[src/verilog/spn_pkg.sv]
// Package of constants and types for the SAS PHY speed negotiation block.
package spn_pkg;

   // Link rates, lowest first.
   typedef enum logic [1:0] {
      SPN_RATE_G1,
      SPN_RATE_G2,
      SPN_RATE_G3,
      SPN_RATE_G4
   } spn_rate_e;

   // Capabilities word field positions and fixed values.
   localparam int SPN_START_BIT = 31;
   localparam int SPN_SSC_TYPE_BIT = 30;
   localparam int SPN_LLR_LSB = 24;
   localparam int SPN_SUPP_LSB = 16;
   localparam int SPN_PARITY_BIT = 0;
   localparam logic SPN_START_VAL = 1'h1;
   localparam logic SPN_SSC_TYPE_VAL = 1'h0;
   localparam logic [3:0] SPN_LLR_VAL = 4'h0;
   localparam logic [7:0] SPN_SUPP_ALL = 8'hFF;
   localparam logic [31:0] SPN_WORD_ZERO = 32'h0000_0000;

   // Settings mask: bit 0 = G4 with SSC (highest), bit 7 = G1 without SSC.
   localparam int SPN_NSET = 8;
   localparam logic [7:0] SPN_SET_NONE = 8'h00;

   // Cause codes for firmware notifications.
   typedef enum logic [2:0] {
      SPN_EV_NONE,
      SPN_EV_HOTPLUG_TO,
      SPN_EV_COMSAS_TO,
      SPN_EV_NO_MATCH,
      SPN_EV_RETRY_FAIL,
      SPN_EV_SYNC_LOSS,
      SPN_EV_LINK_UP
   } spn_cause_e;

   // Counter increment kinds.
   typedef enum logic [1:0] {
      SPN_CNT_NONE,
      SPN_CNT_RESET_PROB,
      SPN_CNT_SYNC_LOSS,
      SPN_CNT_INV_DWORD
   } spn_cnt_e;

   typedef struct packed {
      logic valid;
      spn_cause_e cause;
   } spn_note_s;

   typedef struct packed {
      logic valid;
      spn_cnt_e which;
   } spn_inc_s;

   // Out-of-band transmit requests.
   typedef struct packed {
      logic cominit;
      logic comsas;
      logic dc_zero;
   } spn_oob_tx_s;

   // Training selection handed to the analog side.
   typedef struct packed {
      logic start;
      spn_rate_e rate;
      logic ssc;
      logic tx_train;
   } spn_train_s;

   localparam int SPN_CNT_W = 32;
   localparam logic [31:0] SPN_CNT_ZERO = 32'h0000_0000;
   localparam logic [31:0] SPN_CNT_ONE = 32'h0000_0001;
   localparam logic [31:0] SPN_CNT_MAX = 32'hFFFF_FFFF;

   // APB register offsets (bytes).
   localparam logic [7:0] SPN_A_CTRL = 8'h00;
   localparam logic [7:0] SPN_A_STATUS = 8'h04;
   localparam logic [7:0] SPN_A_CAPWORD = 8'h08;
   localparam logic [7:0] SPN_A_RESETPROB = 8'h0C;
   localparam logic [7:0] SPN_A_SYNCLOSS = 8'h10;
   localparam logic [7:0] SPN_A_INVDWORD = 8'h14;
   localparam logic [7:0] SPN_A_RDERR = 8'h18;
   localparam logic [7:0] SPN_A_LASTEV = 8'h1C;

   // CTRL fields.
   localparam int SPN_CTRL_MAXRATE_LSB = 0;
   localparam int SPN_CTRL_CLRCNT_BIT = 4;
   localparam logic [1:0] SPN_MAXRATE_RST = 2'h3;

   // Timeouts in microseconds and cycles at 100 MHz.
   localparam int SPN_CLK_MHZ = 100;
   localparam int SPN_HOTPLUG_US = 10000;
   localparam int SPN_COMSAS_US = 14;
   localparam int SPN_SYNC_US = 1;
   localparam int SPN_HOTPLUG_CYC = SPN_HOTPLUG_US * SPN_CLK_MHZ;
   localparam int SPN_COMSAS_CYC = SPN_COMSAS_US * SPN_CLK_MHZ;
   localparam int SPN_SYNC_CYC = SPN_SYNC_US * SPN_CLK_MHZ;
   localparam int SPN_TMR_W = 24;
   localparam logic [23:0] SPN_TMR_ONE = 24'h00_0001;
   localparam logic [23:0] SPN_TMR_ZERO = 24'h00_0000;

endpackage : spn_pkg

[src/verilog/spn_phy_neg.sv]
// SAS PHY speed negotiation, training selection and PHY error handling.
//
// Operation
// - Negotiate G1 to G4; default limit G4.
// - Progress SNW-1, SNW-2, SNW-3 with capability exchange.
// - Transmitter training only at 12G rate.
// - Start bit one; bytes 2,3 zero except parity.
// - Spread-type bit sent as zero.
// - Requested logical link rate sent zero.
// - All eight support bits sent set.
// - Parity makes set capability bits even.
// - Train highest untried common setting first.
// - Failed training retries next untried common setting.
// - Priority G4 SSC down to G1 no SSC.
// - Power-on or hard reset sends one COMINIT.
// - Hot-plug timeout: DC zero, wait, notify.
// - COMSAS timeout: notify, DC zero, await COMINIT.
// - No match or retry fail: notify, wait.
// - Retry failure bumps PHY reset problem counter.
// - Sync loss: notify, COMINIT, bump counter.
// - Invalid dword counted; disparity counter unused.
// - OOB bursts of ALIGN separated by idle; the OOB engine sends them, this block only requests.
`timescale 1ns/1ps
module spn_phy_neg
   import spn_pkg::*;
#(
   parameter int HOTPLUG_CYC = SPN_HOTPLUG_CYC,
   parameter int COMSAS_CYC = SPN_COMSAS_CYC,
   parameter int SYNC_CYC = SPN_SYNC_CYC
) (
   input wire logic CLOCK_I,
   input wire logic NRST_I,
   input wire logic HARD_RESET_I,
   input wire logic COMINIT_DET_I,
   input wire logic COMSAS_DET_I,
   input wire logic OOB_TX_DONE_I,
   input wire logic SNW_DONE_I,
   input wire logic SNW_OK_I,
   input wire logic CAP_RX_VALID_I,
   input wire logic [31:0] CAP_RX_I,
   input wire logic TRAIN_DONE_I,
   input wire logic TRAIN_OK_I,
   input wire logic RETRY_DONE_I,
   input wire logic RETRY_OK_I,
   input wire logic SYNC_LOST_I,
   input wire logic INV_DWORD_I,
   input wire logic PSEL_I,
   input wire logic PENABLE_I,
   input wire logic PWRITE_I,
   input wire logic [7:0] PADDR_I,
   input wire logic [31:0] PWDATA_I,
   output logic [31:0] PRDATA_O,
   output logic PREADY_O,
   output logic PSLVERR_O,
   output spn_oob_tx_s OOB_TX_O,
   output logic [1:0] SNW_STEP_O,
   output logic CAP_TX_VALID_O,
   output logic [31:0] CAP_TX_O,
   output spn_train_s TRAIN_O,
   output logic LINK_UP_O,
   output spn_note_s NOTE_O,
   output spn_inc_s INC_O
);

   typedef enum logic [3:0] {
      ST_SEND_INIT, ST_WAIT_INIT, ST_SEND_SAS, ST_WAIT_SAS,
      ST_SNW, ST_SNW3, ST_PICK, ST_TRAIN, ST_RETRY, ST_IDLE_DC, ST_UP
   } spn_state_e;

   spn_state_e state_r;
   logic [23:0] tmr_r;
   logic [7:0] tried_r;
   logic [7:0] common_r;
   logic [2:0] sel_r;
   logic [1:0] maxrate_r;
   logic [31:0] cnt_rp_r;
   logic [31:0] cnt_sl_r;
   logic [31:0] cnt_id_r;
   spn_cause_e last_r;
   logic clr_cnt;

   // Fixed capability word built from named fields.
   // Parity covers every set bit, start bit included.
   logic [31:0] cap_word;
   always_comb begin
      cap_word = SPN_WORD_ZERO;
      cap_word[SPN_START_BIT] = SPN_START_VAL;
      cap_word[SPN_SSC_TYPE_BIT] = SPN_SSC_TYPE_VAL;
      cap_word[SPN_LLR_LSB +: 4] = SPN_LLR_VAL;
      cap_word[SPN_SUPP_LSB +: 8] = SPN_SUPP_ALL;
      cap_word[SPN_PARITY_BIT] = ^cap_word;
   end

   // Support bits keep their order, so index 0 is the top priority setting.
   // Settings above the software rate limit are masked out.
   logic [7:0] allowed;
   logic [7:0] cand;
   always_comb begin
      for (int i = 0; i < SPN_NSET; i++) begin
         allowed[i] = (2'(3 - i / 2) <= maxrate_r);
      end
   end
   assign cand = common_r & allowed & ~tried_r;

   // Priority encoder: lowest index wins.
   logic cand_any;
   logic [2:0] cand_idx;
   always_comb begin
      cand_any = 1'b0;
      cand_idx = 3'h0;
      for (int i = SPN_NSET - 1; i >= 0; i--) begin
         if (cand[i]) begin
            cand_any = 1'b1;
            cand_idx = 3'(i);
         end
      end
   end

   // Received byte 1 keeps its order: bit 0, G4 with
   // spreading, lands on index 0, the top priority.
   logic [7:0] rx_supp;
   always_comb begin
      for (int i = 0; i < SPN_NSET; i++) begin
         rx_supp[i] = CAP_RX_I[SPN_SUPP_LSB + i];
      end
   end

   // Expiry is seen at one, so a zero timer is idle.
   logic timeout;
   assign timeout = (tmr_r == SPN_TMR_ONE);

   // Main link reset sequencer.
   always_ff @(posedge CLOCK_I) begin
      // Hard reset restarts like power-on; counters stay.
      if (!NRST_I || HARD_RESET_I) begin
         state_r <= ST_SEND_INIT;
         tmr_r <= SPN_TMR_ZERO;
         tried_r <= SPN_SET_NONE;
         common_r <= SPN_SET_NONE;
         sel_r <= 3'h0;
         OOB_TX_O <= '0;
         SNW_STEP_O <= 2'h0;
         CAP_TX_VALID_O <= 1'b0;
         CAP_TX_O <= SPN_WORD_ZERO;
         TRAIN_O <= '0;
         LINK_UP_O <= 1'b0;
         NOTE_O <= '0;
         INC_O <= '0;
      end else begin
         NOTE_O <= '0;
         INC_O <= '0;
         OOB_TX_O.cominit <= 1'b0;
         OOB_TX_O.comsas <= 1'b0;
         CAP_TX_VALID_O <= 1'b0;
         TRAIN_O.start <= 1'b0;
         if (tmr_r != SPN_TMR_ZERO) tmr_r <= tmr_r - SPN_TMR_ONE;
         unique case (state_r)
            ST_SEND_INIT: begin
               // One COMINIT request; the OOB engine sends the bursts.
               OOB_TX_O <= '{cominit: 1'b1, comsas: 1'b0, dc_zero: 1'b0};
               state_r <= ST_WAIT_INIT;
               tmr_r <= SPN_TMR_W'(HOTPLUG_CYC);
               LINK_UP_O <= 1'b0;
            end
            ST_WAIT_INIT: begin
               OOB_TX_O.dc_zero <= 1'b1;
               if (COMINIT_DET_I || COMSAS_DET_I) begin
                  state_r <= ST_SEND_SAS;
               end else if (timeout) begin
                  // Not an error: keep waiting, rearm the timer.
                  NOTE_O <= '{valid: 1'b1, cause: SPN_EV_HOTPLUG_TO};
                  tmr_r <= SPN_TMR_W'(HOTPLUG_CYC);
               end
            end
            ST_SEND_SAS: begin
               OOB_TX_O <= '{cominit: 1'b0, comsas: 1'b1, dc_zero: 1'b0};
               tmr_r <= SPN_TMR_W'(COMSAS_CYC);
               state_r <= ST_WAIT_SAS;
            end
            ST_WAIT_SAS: begin
               // A COMINIT here is ignored until COMSAS or expiry.
               if (COMSAS_DET_I) begin
                  state_r <= ST_SNW;
                  SNW_STEP_O <= 2'h1;
               end else if (timeout) begin
                  NOTE_O <= '{valid: 1'b1, cause: SPN_EV_COMSAS_TO};
                  state_r <= ST_IDLE_DC;
               end
            end
            ST_SNW: begin
               if (SNW_DONE_I && !SNW_OK_I) begin
                  // A window with no usable rate ends the attempt.
                  NOTE_O <= '{valid: 1'b1, cause: SPN_EV_NO_MATCH};
                  state_r <= ST_IDLE_DC;
               end else if (SNW_DONE_I) begin
                  if (SNW_STEP_O == 2'h2) begin
                     state_r <= ST_SNW3;
                     SNW_STEP_O <= 2'h3;
                     CAP_TX_O <= cap_word;
                     CAP_TX_VALID_O <= 1'b1;
                  end else begin
                     SNW_STEP_O <= SNW_STEP_O + 2'h1;
                  end
               end
            end
            ST_SNW3: begin
               if (CAP_RX_VALID_I) begin
                  // All our support bits are set, so the common
                  // set is what the partner offered.
                  common_r <= rx_supp & SPN_SUPP_ALL;
                  tried_r <= SPN_SET_NONE;
                  state_r <= ST_PICK;
               end
            end
            ST_PICK: begin
               // Each pick is marked tried, so none repeats.
               if (cand_any) begin
                  sel_r <= cand_idx;
                  tried_r[cand_idx] <= 1'b1;
                  TRAIN_O.start <= 1'b1;
                  TRAIN_O.rate <= spn_rate_e'(2'(3 - cand_idx / 3'h2));
                  TRAIN_O.ssc <= ~cand_idx[0];
                  TRAIN_O.tx_train <= (cand_idx / 3'h2 == 3'h0);
                  state_r <= ST_TRAIN;
               end else begin
                  NOTE_O <= '{valid: 1'b1, cause: SPN_EV_NO_MATCH};
                  state_r <= ST_IDLE_DC;
               end
            end
            ST_TRAIN: begin
               // A failed attempt picks the next untried one.
               if (TRAIN_DONE_I) begin
                  state_r <= TRAIN_OK_I ? ST_RETRY : ST_PICK;
               end
            end
            ST_RETRY: begin
               // Final check at the matched rate.
               if (RETRY_DONE_I) begin
                  if (RETRY_OK_I) begin
                     state_r <= ST_UP;
                     LINK_UP_O <= 1'b1;
                     SNW_STEP_O <= 2'h0;
                     NOTE_O <= '{valid: 1'b1, cause: SPN_EV_LINK_UP};
                     tmr_r <= SPN_TMR_ZERO;
                  end else begin
                     NOTE_O <= '{valid: 1'b1, cause: SPN_EV_RETRY_FAIL};
                     INC_O <= '{valid: 1'b1, which: SPN_CNT_RESET_PROB};
                     state_r <= ST_IDLE_DC;
                  end
               end
            end
            ST_IDLE_DC: begin
               OOB_TX_O.dc_zero <= 1'b1;
               SNW_STEP_O <= 2'h0;
               if (COMINIT_DET_I) state_r <= ST_SEND_SAS;
            end
            ST_UP: begin
               OOB_TX_O.dc_zero <= 1'b0;
               if (!SYNC_LOST_I) begin
                  tmr_r <= SPN_TMR_W'(SYNC_CYC);
               end else if (tmr_r == SPN_TMR_ZERO) begin
                  tmr_r <= SPN_TMR_W'(SYNC_CYC);
               end else if (timeout) begin
                  NOTE_O <= '{valid: 1'b1, cause: SPN_EV_SYNC_LOSS};
                  INC_O <= '{valid: 1'b1, which: SPN_CNT_SYNC_LOSS};
                  state_r <= ST_SEND_INIT;
               end
               // Sync loss owns the one increment slot; a dword
               // bad in that same cycle goes uncounted.
               if (INV_DWORD_I && !(SYNC_LOST_I && timeout)) begin
                  INC_O <= '{valid: 1'b1, which: SPN_CNT_INV_DWORD};
               end
            end
            default: state_r <= ST_SEND_INIT;
         endcase
      end
   end

   // Saturating counters; a bump wins over a software clear.
   function automatic logic [31:0] bump(input logic [31:0] v);
      return (v == SPN_CNT_MAX) ? v : v + SPN_CNT_ONE;
   endfunction

   always_ff @(posedge CLOCK_I) begin
      if (!NRST_I) begin
         cnt_rp_r <= SPN_CNT_ZERO;
         cnt_sl_r <= SPN_CNT_ZERO;
         cnt_id_r <= SPN_CNT_ZERO;
      end else begin
         if (INC_O.valid && INC_O.which == SPN_CNT_RESET_PROB) begin
            cnt_rp_r <= bump(cnt_rp_r);
         end else if (clr_cnt) begin
            cnt_rp_r <= SPN_CNT_ZERO;
         end
         if (INC_O.valid && INC_O.which == SPN_CNT_SYNC_LOSS) begin
            cnt_sl_r <= bump(cnt_sl_r);
         end else if (clr_cnt) begin
            cnt_sl_r <= SPN_CNT_ZERO;
         end
         if (INC_O.valid && INC_O.which == SPN_CNT_INV_DWORD) begin
            cnt_id_r <= bump(cnt_id_r);
         end else if (clr_cnt) begin
            cnt_id_r <= SPN_CNT_ZERO;
         end
      end
   end

   // The last cause outlives the one-cycle notice.
   always_ff @(posedge CLOCK_I) begin
      if (!NRST_I) begin
         last_r <= SPN_EV_NONE;
      end else if (NOTE_O.valid) begin
         last_r <= NOTE_O.cause;
      end
   end

   // APB slave: zero wait states, unmapped addresses answer with an error.
   logic setup;
   logic wr;
   logic mapped;
   assign setup = PSEL_I && !PENABLE_I;
   // A write lands only at the edge that sees PREADY.
   assign wr = PSEL_I && PENABLE_I && PWRITE_I && PREADY_O;
   assign clr_cnt = wr && PADDR_I == SPN_A_CTRL &&
                    PWDATA_I[SPN_CTRL_CLRCNT_BIT];
   always_comb begin
      unique case (PADDR_I)
         SPN_A_CTRL, SPN_A_STATUS, SPN_A_CAPWORD, SPN_A_RESETPROB,
         SPN_A_SYNCLOSS, SPN_A_INVDWORD, SPN_A_RDERR, SPN_A_LASTEV:
            mapped = 1'b1;
         default: mapped = 1'b0;
      endcase
   end

   // A new limit applies at the next pick; a training
   // under way keeps its rate.
   always_ff @(posedge CLOCK_I) begin
      if (!NRST_I) begin
         maxrate_r <= SPN_MAXRATE_RST;
      end else if (wr && PADDR_I == SPN_A_CTRL) begin
         maxrate_r <= PWDATA_I[SPN_CTRL_MAXRATE_LSB +: 2];
      end
   end

   always_ff @(posedge CLOCK_I) begin
      if (!NRST_I) begin
         PREADY_O <= 1'b0;
         PSLVERR_O <= 1'b0;
         PRDATA_O <= SPN_WORD_ZERO;
      end else begin
         PREADY_O <= setup;
         PSLVERR_O <= setup && !mapped;
         PRDATA_O <= SPN_WORD_ZERO;
         // Read data is latched at setup for the access.
         if (setup && !PWRITE_I) begin
            unique case (PADDR_I)
               SPN_A_CTRL: PRDATA_O <= {30'h0, maxrate_r};
               SPN_A_STATUS: PRDATA_O <= {20'h0, state_r, 1'b0, sel_r,
                                          LINK_UP_O, 1'b0, SNW_STEP_O};
               SPN_A_CAPWORD: PRDATA_O <= cap_word;
               SPN_A_RESETPROB: PRDATA_O <= cnt_rp_r;
               SPN_A_SYNCLOSS: PRDATA_O <= cnt_sl_r;
               SPN_A_INVDWORD: PRDATA_O <= cnt_id_r;
               SPN_A_RDERR: PRDATA_O <= SPN_CNT_ZERO;
               SPN_A_LASTEV: PRDATA_O <= {29'h0, last_r};
               default: PRDATA_O <= SPN_WORD_ZERO;
            endcase
         end
      end
   end

endmodule // spn_phy_neg

[config.mk]
export PLATFORM = sky130hd
export DESIGN_NAME = spn_phy_neg
export DESIGN_NICKNAME = d
export VERILOG_FILES = /design/src/verilog/spn_pkg.sv /design/src/verilog/spn_phy_neg.sv
export SDC_FILE = /design/constraint.sdc
export NUM_CORES = 1
export LEC_CHECK = 0
export ABC_CLOCK_PERIOD_IN_PS = 4900
export BUFFER_PORTS_ARGS = -buffer_cell sky130_fd_sc_hd__buf_2
export CAP_MARGIN = 0
export CORE_UTILIZATION = 35
export DETAILED_ROUTE_END_ITERATION = 16
export PLACE_DENSITY = 0.6
export SYNTH_ARGS = -nofsm -noshare
export SYNTH_HDL_FRONTEND = slang
export SYNTH_SLANG_ARGS = --single-unit
[constraint.sdc]
create_clock -name CLOCK_I -period 4.9 [get_ports CLOCK_I]
set_input_delay 0.49 -clock CLOCK_I [delete_from_list [all_inputs] [get_ports CLOCK_I]]
set_output_delay 0.49 -clock CLOCK_I [all_outputs]
set_load 0.03 [all_outputs]
==> flow_summary.ini, run 1 <==
[run_status]
status = finished, final reports clean

[cts]
cts.root.buffer_cell = clkbuf_16
cts.sinks = 202
h-tree-depth = 1
clkLatencyLatePin_ns = 0.52
postCtsResizedCells = 0
clockBufferDepth = 3
clk_pin_slew_ns = 0.06
cts_setup_buffers = 0
cts_tree = yes
hold_buffers = 0
cts_buffers = 25

[detailed_routing]
num_vias = 9390
ant_nets = 0
drtIter0Drc = 784
routedWlPerCell_um = 17.1
vias_per_cell = 5.55
firstDrtPassIters = 9
drt-total-wl_um = 29000
route.detailed.drc = 0

[critical_path]
slowest_stage = or4_4
cp_max_fo = 14
r2r_cells = 9
worstSetupPathType = reg -> reg
startpoint_type = register
cpPeakStageDelay_ns = 0.57
arrival_ns = 3.47
required_ns = 5.27
crit_path_cell_trace = inv_1 -> ha_1 -> or4b_4 -> or4_4 -> nor2_4 -> inv_2 -> and3_4 -> o21ai_2 -> o21ai_0
crit_path_end_kind = register

[sta]
worst_pin_slew_ns = 1.19
finalMaxSlewViolations = 0
timing.fmax_mhz = 323
slew_headroom = 0.208
layout_setup_ws_ns = 1.80
skew_ns = 0.0119
whs_ns = 0.202
rsz0062_at_grt = no
fin_tns_setup_ns = 0
final.period_utilization = 0.632
period_minus_slack_ns = 3.10
hold_viol_final = 0
setup_viol = 0

[floorplan]
die_h_um = 172
core_area_sq_um = 28100
io_pins = 175
initial_core_util = 0.360
num_rows = 61
die-area_sq_um = 29600
fp.dieW_um = 172

[layout]
design_area_sq_um = 11700
fillerInstances = 2920
syn2layout_area_growth_pct = 15.9
multi_input_area_sq_um = 5640
n_antenna_cell = 0
drive_gt1_frac = 0.143
ff_latch_area_sq_um = 4040
final_cell_mix = 202 x dfxtp_1, 145 x nor2_1, 109 x nand2_1
fin_nets = 1393
layout_commonest_cell = dfxtp_1

[place]
post_dp_cell_area_sq_um = 10800
dp_slack_ns = 1.78
globalplace.congestion = 0.896
io_buffers = 98
hpwl_um = 20700

[yosys]
synthFlopType = dfxtp_1
synthCells = 1225
ys_types = 77
async_flop_share = 0
ys_seq_area_frac = 0.399
yosysWarnings = 0
yosysTopAreaCellShare = 0.399
synth_area_sq_um = 10100
synth_area_leaders = dfxtp_1 40%, nor2_1 5.4%, xnor2_1 4.3%
synth_seq_cells = 202
synth.largest_area_cell = dfxtp_1
synth_edf_count = 0
syn_avg_cell_area_sq_um = 8.27

[grt]
grt_pass1_vias = 8579
grt_first_pass_wirelength_um = 45900
antenna_found_initial = 0
grtUsageTotal = 0.195
grt_max_degree = 33
grt_overflow = 0

[power]
p_leak_uw = 0.00412
irDropWorstVdd_uv = 212
power_uw = 3940
p_per_area_nw_per_um2 = 336

[job]
drv_cap = 0

[worst_hold_path]
hold_path_depth = 3
hold_path_class = in -> reg
## cell type report
class                           count  area share
Clock inverter                     11      0.0164
Tap cell                          378      0.0403
Sequential cell                   202       0.345
Clock buffer                       33      0.0593
Timing Repair Buffer              114      0.0520
Inverter                           22     0.00704
Multi-Input combinational cell    931       0.480
## flip-flops by register name, indices dropped and copies added (netlist names), 4 cells and up
signal and flops:
cnt_rp_r 32, tried_r 8, NOTE_O 4, tmr_r 24
state_r 4, cnt_sl_r 32, common_r 8, cnt_id_r 32
PRDATA_O 32, TRAIN_O 5
## through the flow
step                std cells  utilization
floorplan                1246            -
global placement         1647        0.386
detailed placement       1647        0.386
CTS                      1691        0.418
global route             1691        0.418
finish                   1691        0.418
## cell families (layout without fill, tap and decap cells)
logic type               Yosys count  after routing  share of synthesized area
AND/OR/NAND/NOR                  558            558                      0.286
AO/OA/AOI/OAI                    251            251                      0.167
flip-flops                       202            202                      0.399
buffers and inverters            113            180                     0.0541
XOR/XNOR                          69             69                     0.0597
multiplexers                      24             24                     0.0241
adder cells (fa/ha/maj)            7              7                    0.00865
other                              1             22                   0.000370
## where the power goes
part / internal (uW) / switching, uW
registers: 1660 / 15.2
logic: 99.7 / 186
clock network: 1260 / 726
total: 3020 / 928
## worst paths after layout
path	start	slack, ns	end
setup / recovery	tmr_r[0]$_SDFF_PP0_	1.80	tmr_r[3]$_SDFF_PP0_
hold / removal	CAP_RX_I[20]	0.20	common_r[4]$_SDFFE_PP0P_
setup reg to reg	tmr_r[0]$_SDFF_PP0_	1.80	tmr_r[3]$_SDFF_PP0_
hold reg to reg	sel_r[1]$_SDFFE_PP0P_	0.47	sel_r[1]$_SDFFE_PP0P_
## cell usage after synthesis (4+ instances only)
cell      count
mux2i_1      21
nand4b_1      6
a222oi_1     16
nor2b_1      13
and2_1       10
nand3b_1      5
xnor2_1      50
a32o_1        4
nand2b_1     11
o22ai_1       4
o31ai_1       6
nand3_1      53
and4_1        9
a22oi_1      20
buf_1         4
nor2_1      145
ha_1          7
a211oi_1      5
nand4_1      36
buf_4        32
and3_1       16
nor4b_1      11
o41ai_1       8
a22o_1        7
nand2_1     109
o21ai_1       6
or4_1        12
clkbuf_1     52
o211ai_1     12
a31oi_1      18
or2_2         5
nor4_1       35
o21ai_0      44
inv_1        21
xor2_1       19
or3_1        18
a21oi_1      71
nor3_1       46
dfxtp_1     202
## critical path: cells and delay by family (launching register included)
kind | cells | cell delay, ns
AOI/OAI and AO/OA | 2 | 0.71
adders and majority gates | 1 | 0.25
buffers and inverters | 2 | 0.18
DFF | 1 | 0.32
and+or+nand+nor | 4 | 1.48
## per-layer routing
layer | share of wire | track usage
met5 | 0 | 0
met4 | 0.025 | 0.0558
met3 | 0.063 | 0.0339
met2 | 0.45 | 0.311
met1 | 0.46 | 0.267
Power figures use the tool's default switching activity.
==> inputs of run 2 (changes only) <==
- ABC_CLOCK_PERIOD_IN_PS: 4900 -> 2800
- PLACE_DENSITY: 0.6 -> 0.62
- clock period: 4.9 -> 2.8 ns (I/O delays scaled with it)
==> run 2 against run 1 <==
  * Non-clock buffer count increased by 44
  * Die area unchanged
  * Core utilization increased by 1.7 points
  * Largest power group unchanged
  * Register-to-register slack got worse by 1.7 ns
  * Clock-buffer cell count decreased by 4
  * Wire length increased by 0.59%
==> flow_summary.ini, run 2 (synthesis gave the netlist of run 1 again) <==
[sta]
worst_pin_slew_ns = 1.33
rsz0062_at_grt = no
setup_viol = 0
skew_ns = 0.0100
fin_tns_setup_ns = 0
slew_headroom = 0.110
final.period_utilization = 0.953
hold_viol_final = 0
timing.fmax_mhz = 375
finalMaxSlewViolations = 0
period_minus_slack_ns = 2.67
layout_setup_ws_ns = 0.132

[floorplan]
fp.dieW_um = 172
num_rows = 61
die-area_sq_um = 29600
initial_core_util = 0.360
die_h_um = 172
io_pins = 175
core_area_sq_um = 28100

[place]
dp.cells = 1680
dp_slack_ns = 0.0838
hpwl_um = 21300
io_buffers = 98
globalplace.congestion = 0.897

[cts]
cts.sinks = 202
cts.root.buffer_cell = clkbuf_16
h-tree-depth = 1
clockBufferDepth = 3
cts_tree = yes
clk_pin_slew_ns = 0.06
clkLatencyLatePin_ns = 0.52
cts_buffers = 24

[critical_path]
critPathLaunch = tmr_r[0]$_SDFF_PP0_
arrival_ns = 3.05
startpoint_type = register
r2r_start = tmr_r[0]$_SDFF_PP0_
cp_max_fo = 6
crit_path_cell_trace = inv_1 -> ha_4 -> or4b_4 -> or4_4 -> nor2_4 -> inv_2 -> and3_4 -> o41ai_4 -> buf_4 -> a21oi_1
crit_path_end_kind = register
slowest_stage = or4_4
required_ns = 3.18
worstPathBufferInverterCount = 3
cpPeakStageDelay_ns = 0.56
worstSetupPathType = reg -> reg
cp_top_family = simple AND/OR/NAND/NOR gates

[detailed_routing]
drt-total-wl_um = 29100
num_vias = 9657
drtIter0Drc = 811
ant_nets = 0
vias_per_cell = 5.57
routedWlPerCell_um = 16.8
route.detailed.drc = 0
firstDrtPassIters = 6

[grt]
grt_max_degree = 33
grtUsageMet2 = 0.308
grtUsageTotal = 0.197
grt_first_pass_wirelength_um = 46800
grt_overflow = 0
busiest_layer = met2
antenna_found_initial = 1
grt_pass1_vias = 8914
globalRouteMet3Util = 0.0311
grtUsageMet1 = 0.269

[layout]
syn2layout_area_growth_pct = 20.6
multi_input_area_sq_um = 5650
fin_cells = 1735
n_antenna_cell = 0
fillerInstances = 2866
layout_commonest_cell = dfxtp_1
drive_gt1_frac = 0.167
ff_latch_area_sq_um = 4040
final_cell_mix = 202 x dfxtp_1, 145 x nor2_1, 109 x nand2_1
fin_nets = 1436

[worst_hold_path]
hold_path_class = in -> reg
worstHoldStart = PENABLE_I

[job]
drv_cap = 0

[run_status]
status = finished, final reports clean

[power]
irDropWorstVdd_uv = 471
p_leak_uw = 0.00436
p_per_area_nw_per_um2 = 579
run 2: changes by cell type in the layout (fill, tap and decap cells not counted), sizes merged:
cell,delta
clkinvlp,+2
buf,+34
clkinv,-1
inv,+2
clkbuf,-4
bufinv,+1
dlygate4sd3,+10
run 2: routing by layer:
layer,up-vias,part of all wire
met5,-,0
met4,0,0.034
met3,66,0.071
met2,363,0.44
met1,4548,0.45
li1,4680,-
run 2: cell type report:
| cell class | instances | area share |
|---|---|---|
| clock inverters | 15 | 0.0203 |
| well taps | 378 | 0.0387 |
| inverters | 22 | 0.00676 |
| repair buffers | 158 | 0.0842 |
| clock buffers | 29 | 0.0558 |
| flip-flops and latches | 202 | 0.331 |
| multi-input cells | 931 | 0.463 |
run 2: stage by stage:
stage / power, uW / utilization / area [sq um] / hold WS, ns
finish: 7060 / 0.435 / 12200 / 0.0200
global route: 7310 / 0.435 / 12200 / 0.0187
CTS: 7130 / 0.434 / 12200 / 0.00787
detailed placement: 3520 / 0.397 / 11200 / 0.460
global placement: 3520 / 0.397 / 11200 / 0.448
floorplan: 3390 / - / 10200 / 0.405
run 2: final timing paths:
check / endpoint / slack [ns] / depth (start not counted)
hold reg to reg: tried_r[1]$_SDFFE_PP0P_ / 0.47 / 1
setup reg to reg: tmr_r[14]$_SDFF_PP0_ / 0.13 / 10
hold / removal: PSLVERR_O$_SDFF_PN0_ / 0.02 / 3
setup / recovery: tmr_r[14]$_SDFF_PP0_ / 0.13 / 10
run 2: tightest hold or removal path: stages:
cell    delay [ns]
buf_2         0.08
or2_2         0.10
nor2_1        0.03
run 2: report_power, final:
| part | switching, uW | internal (uW) |
|---|---|---|
| Combinational | 334 | 212 |
| Clock | 1290 | 2300 |
| Sequential | 31.3 | 2900 |
run 2: repair_timing:
item | 4_1_cts | 5_1_grt
endpoints found under the hold margin | 10 | 0
setup endpoints to repair | 0 | 6
buffers inserted | 0 | 1
hold buffers | 10 | 0
gates resized for setup | 0 | 2
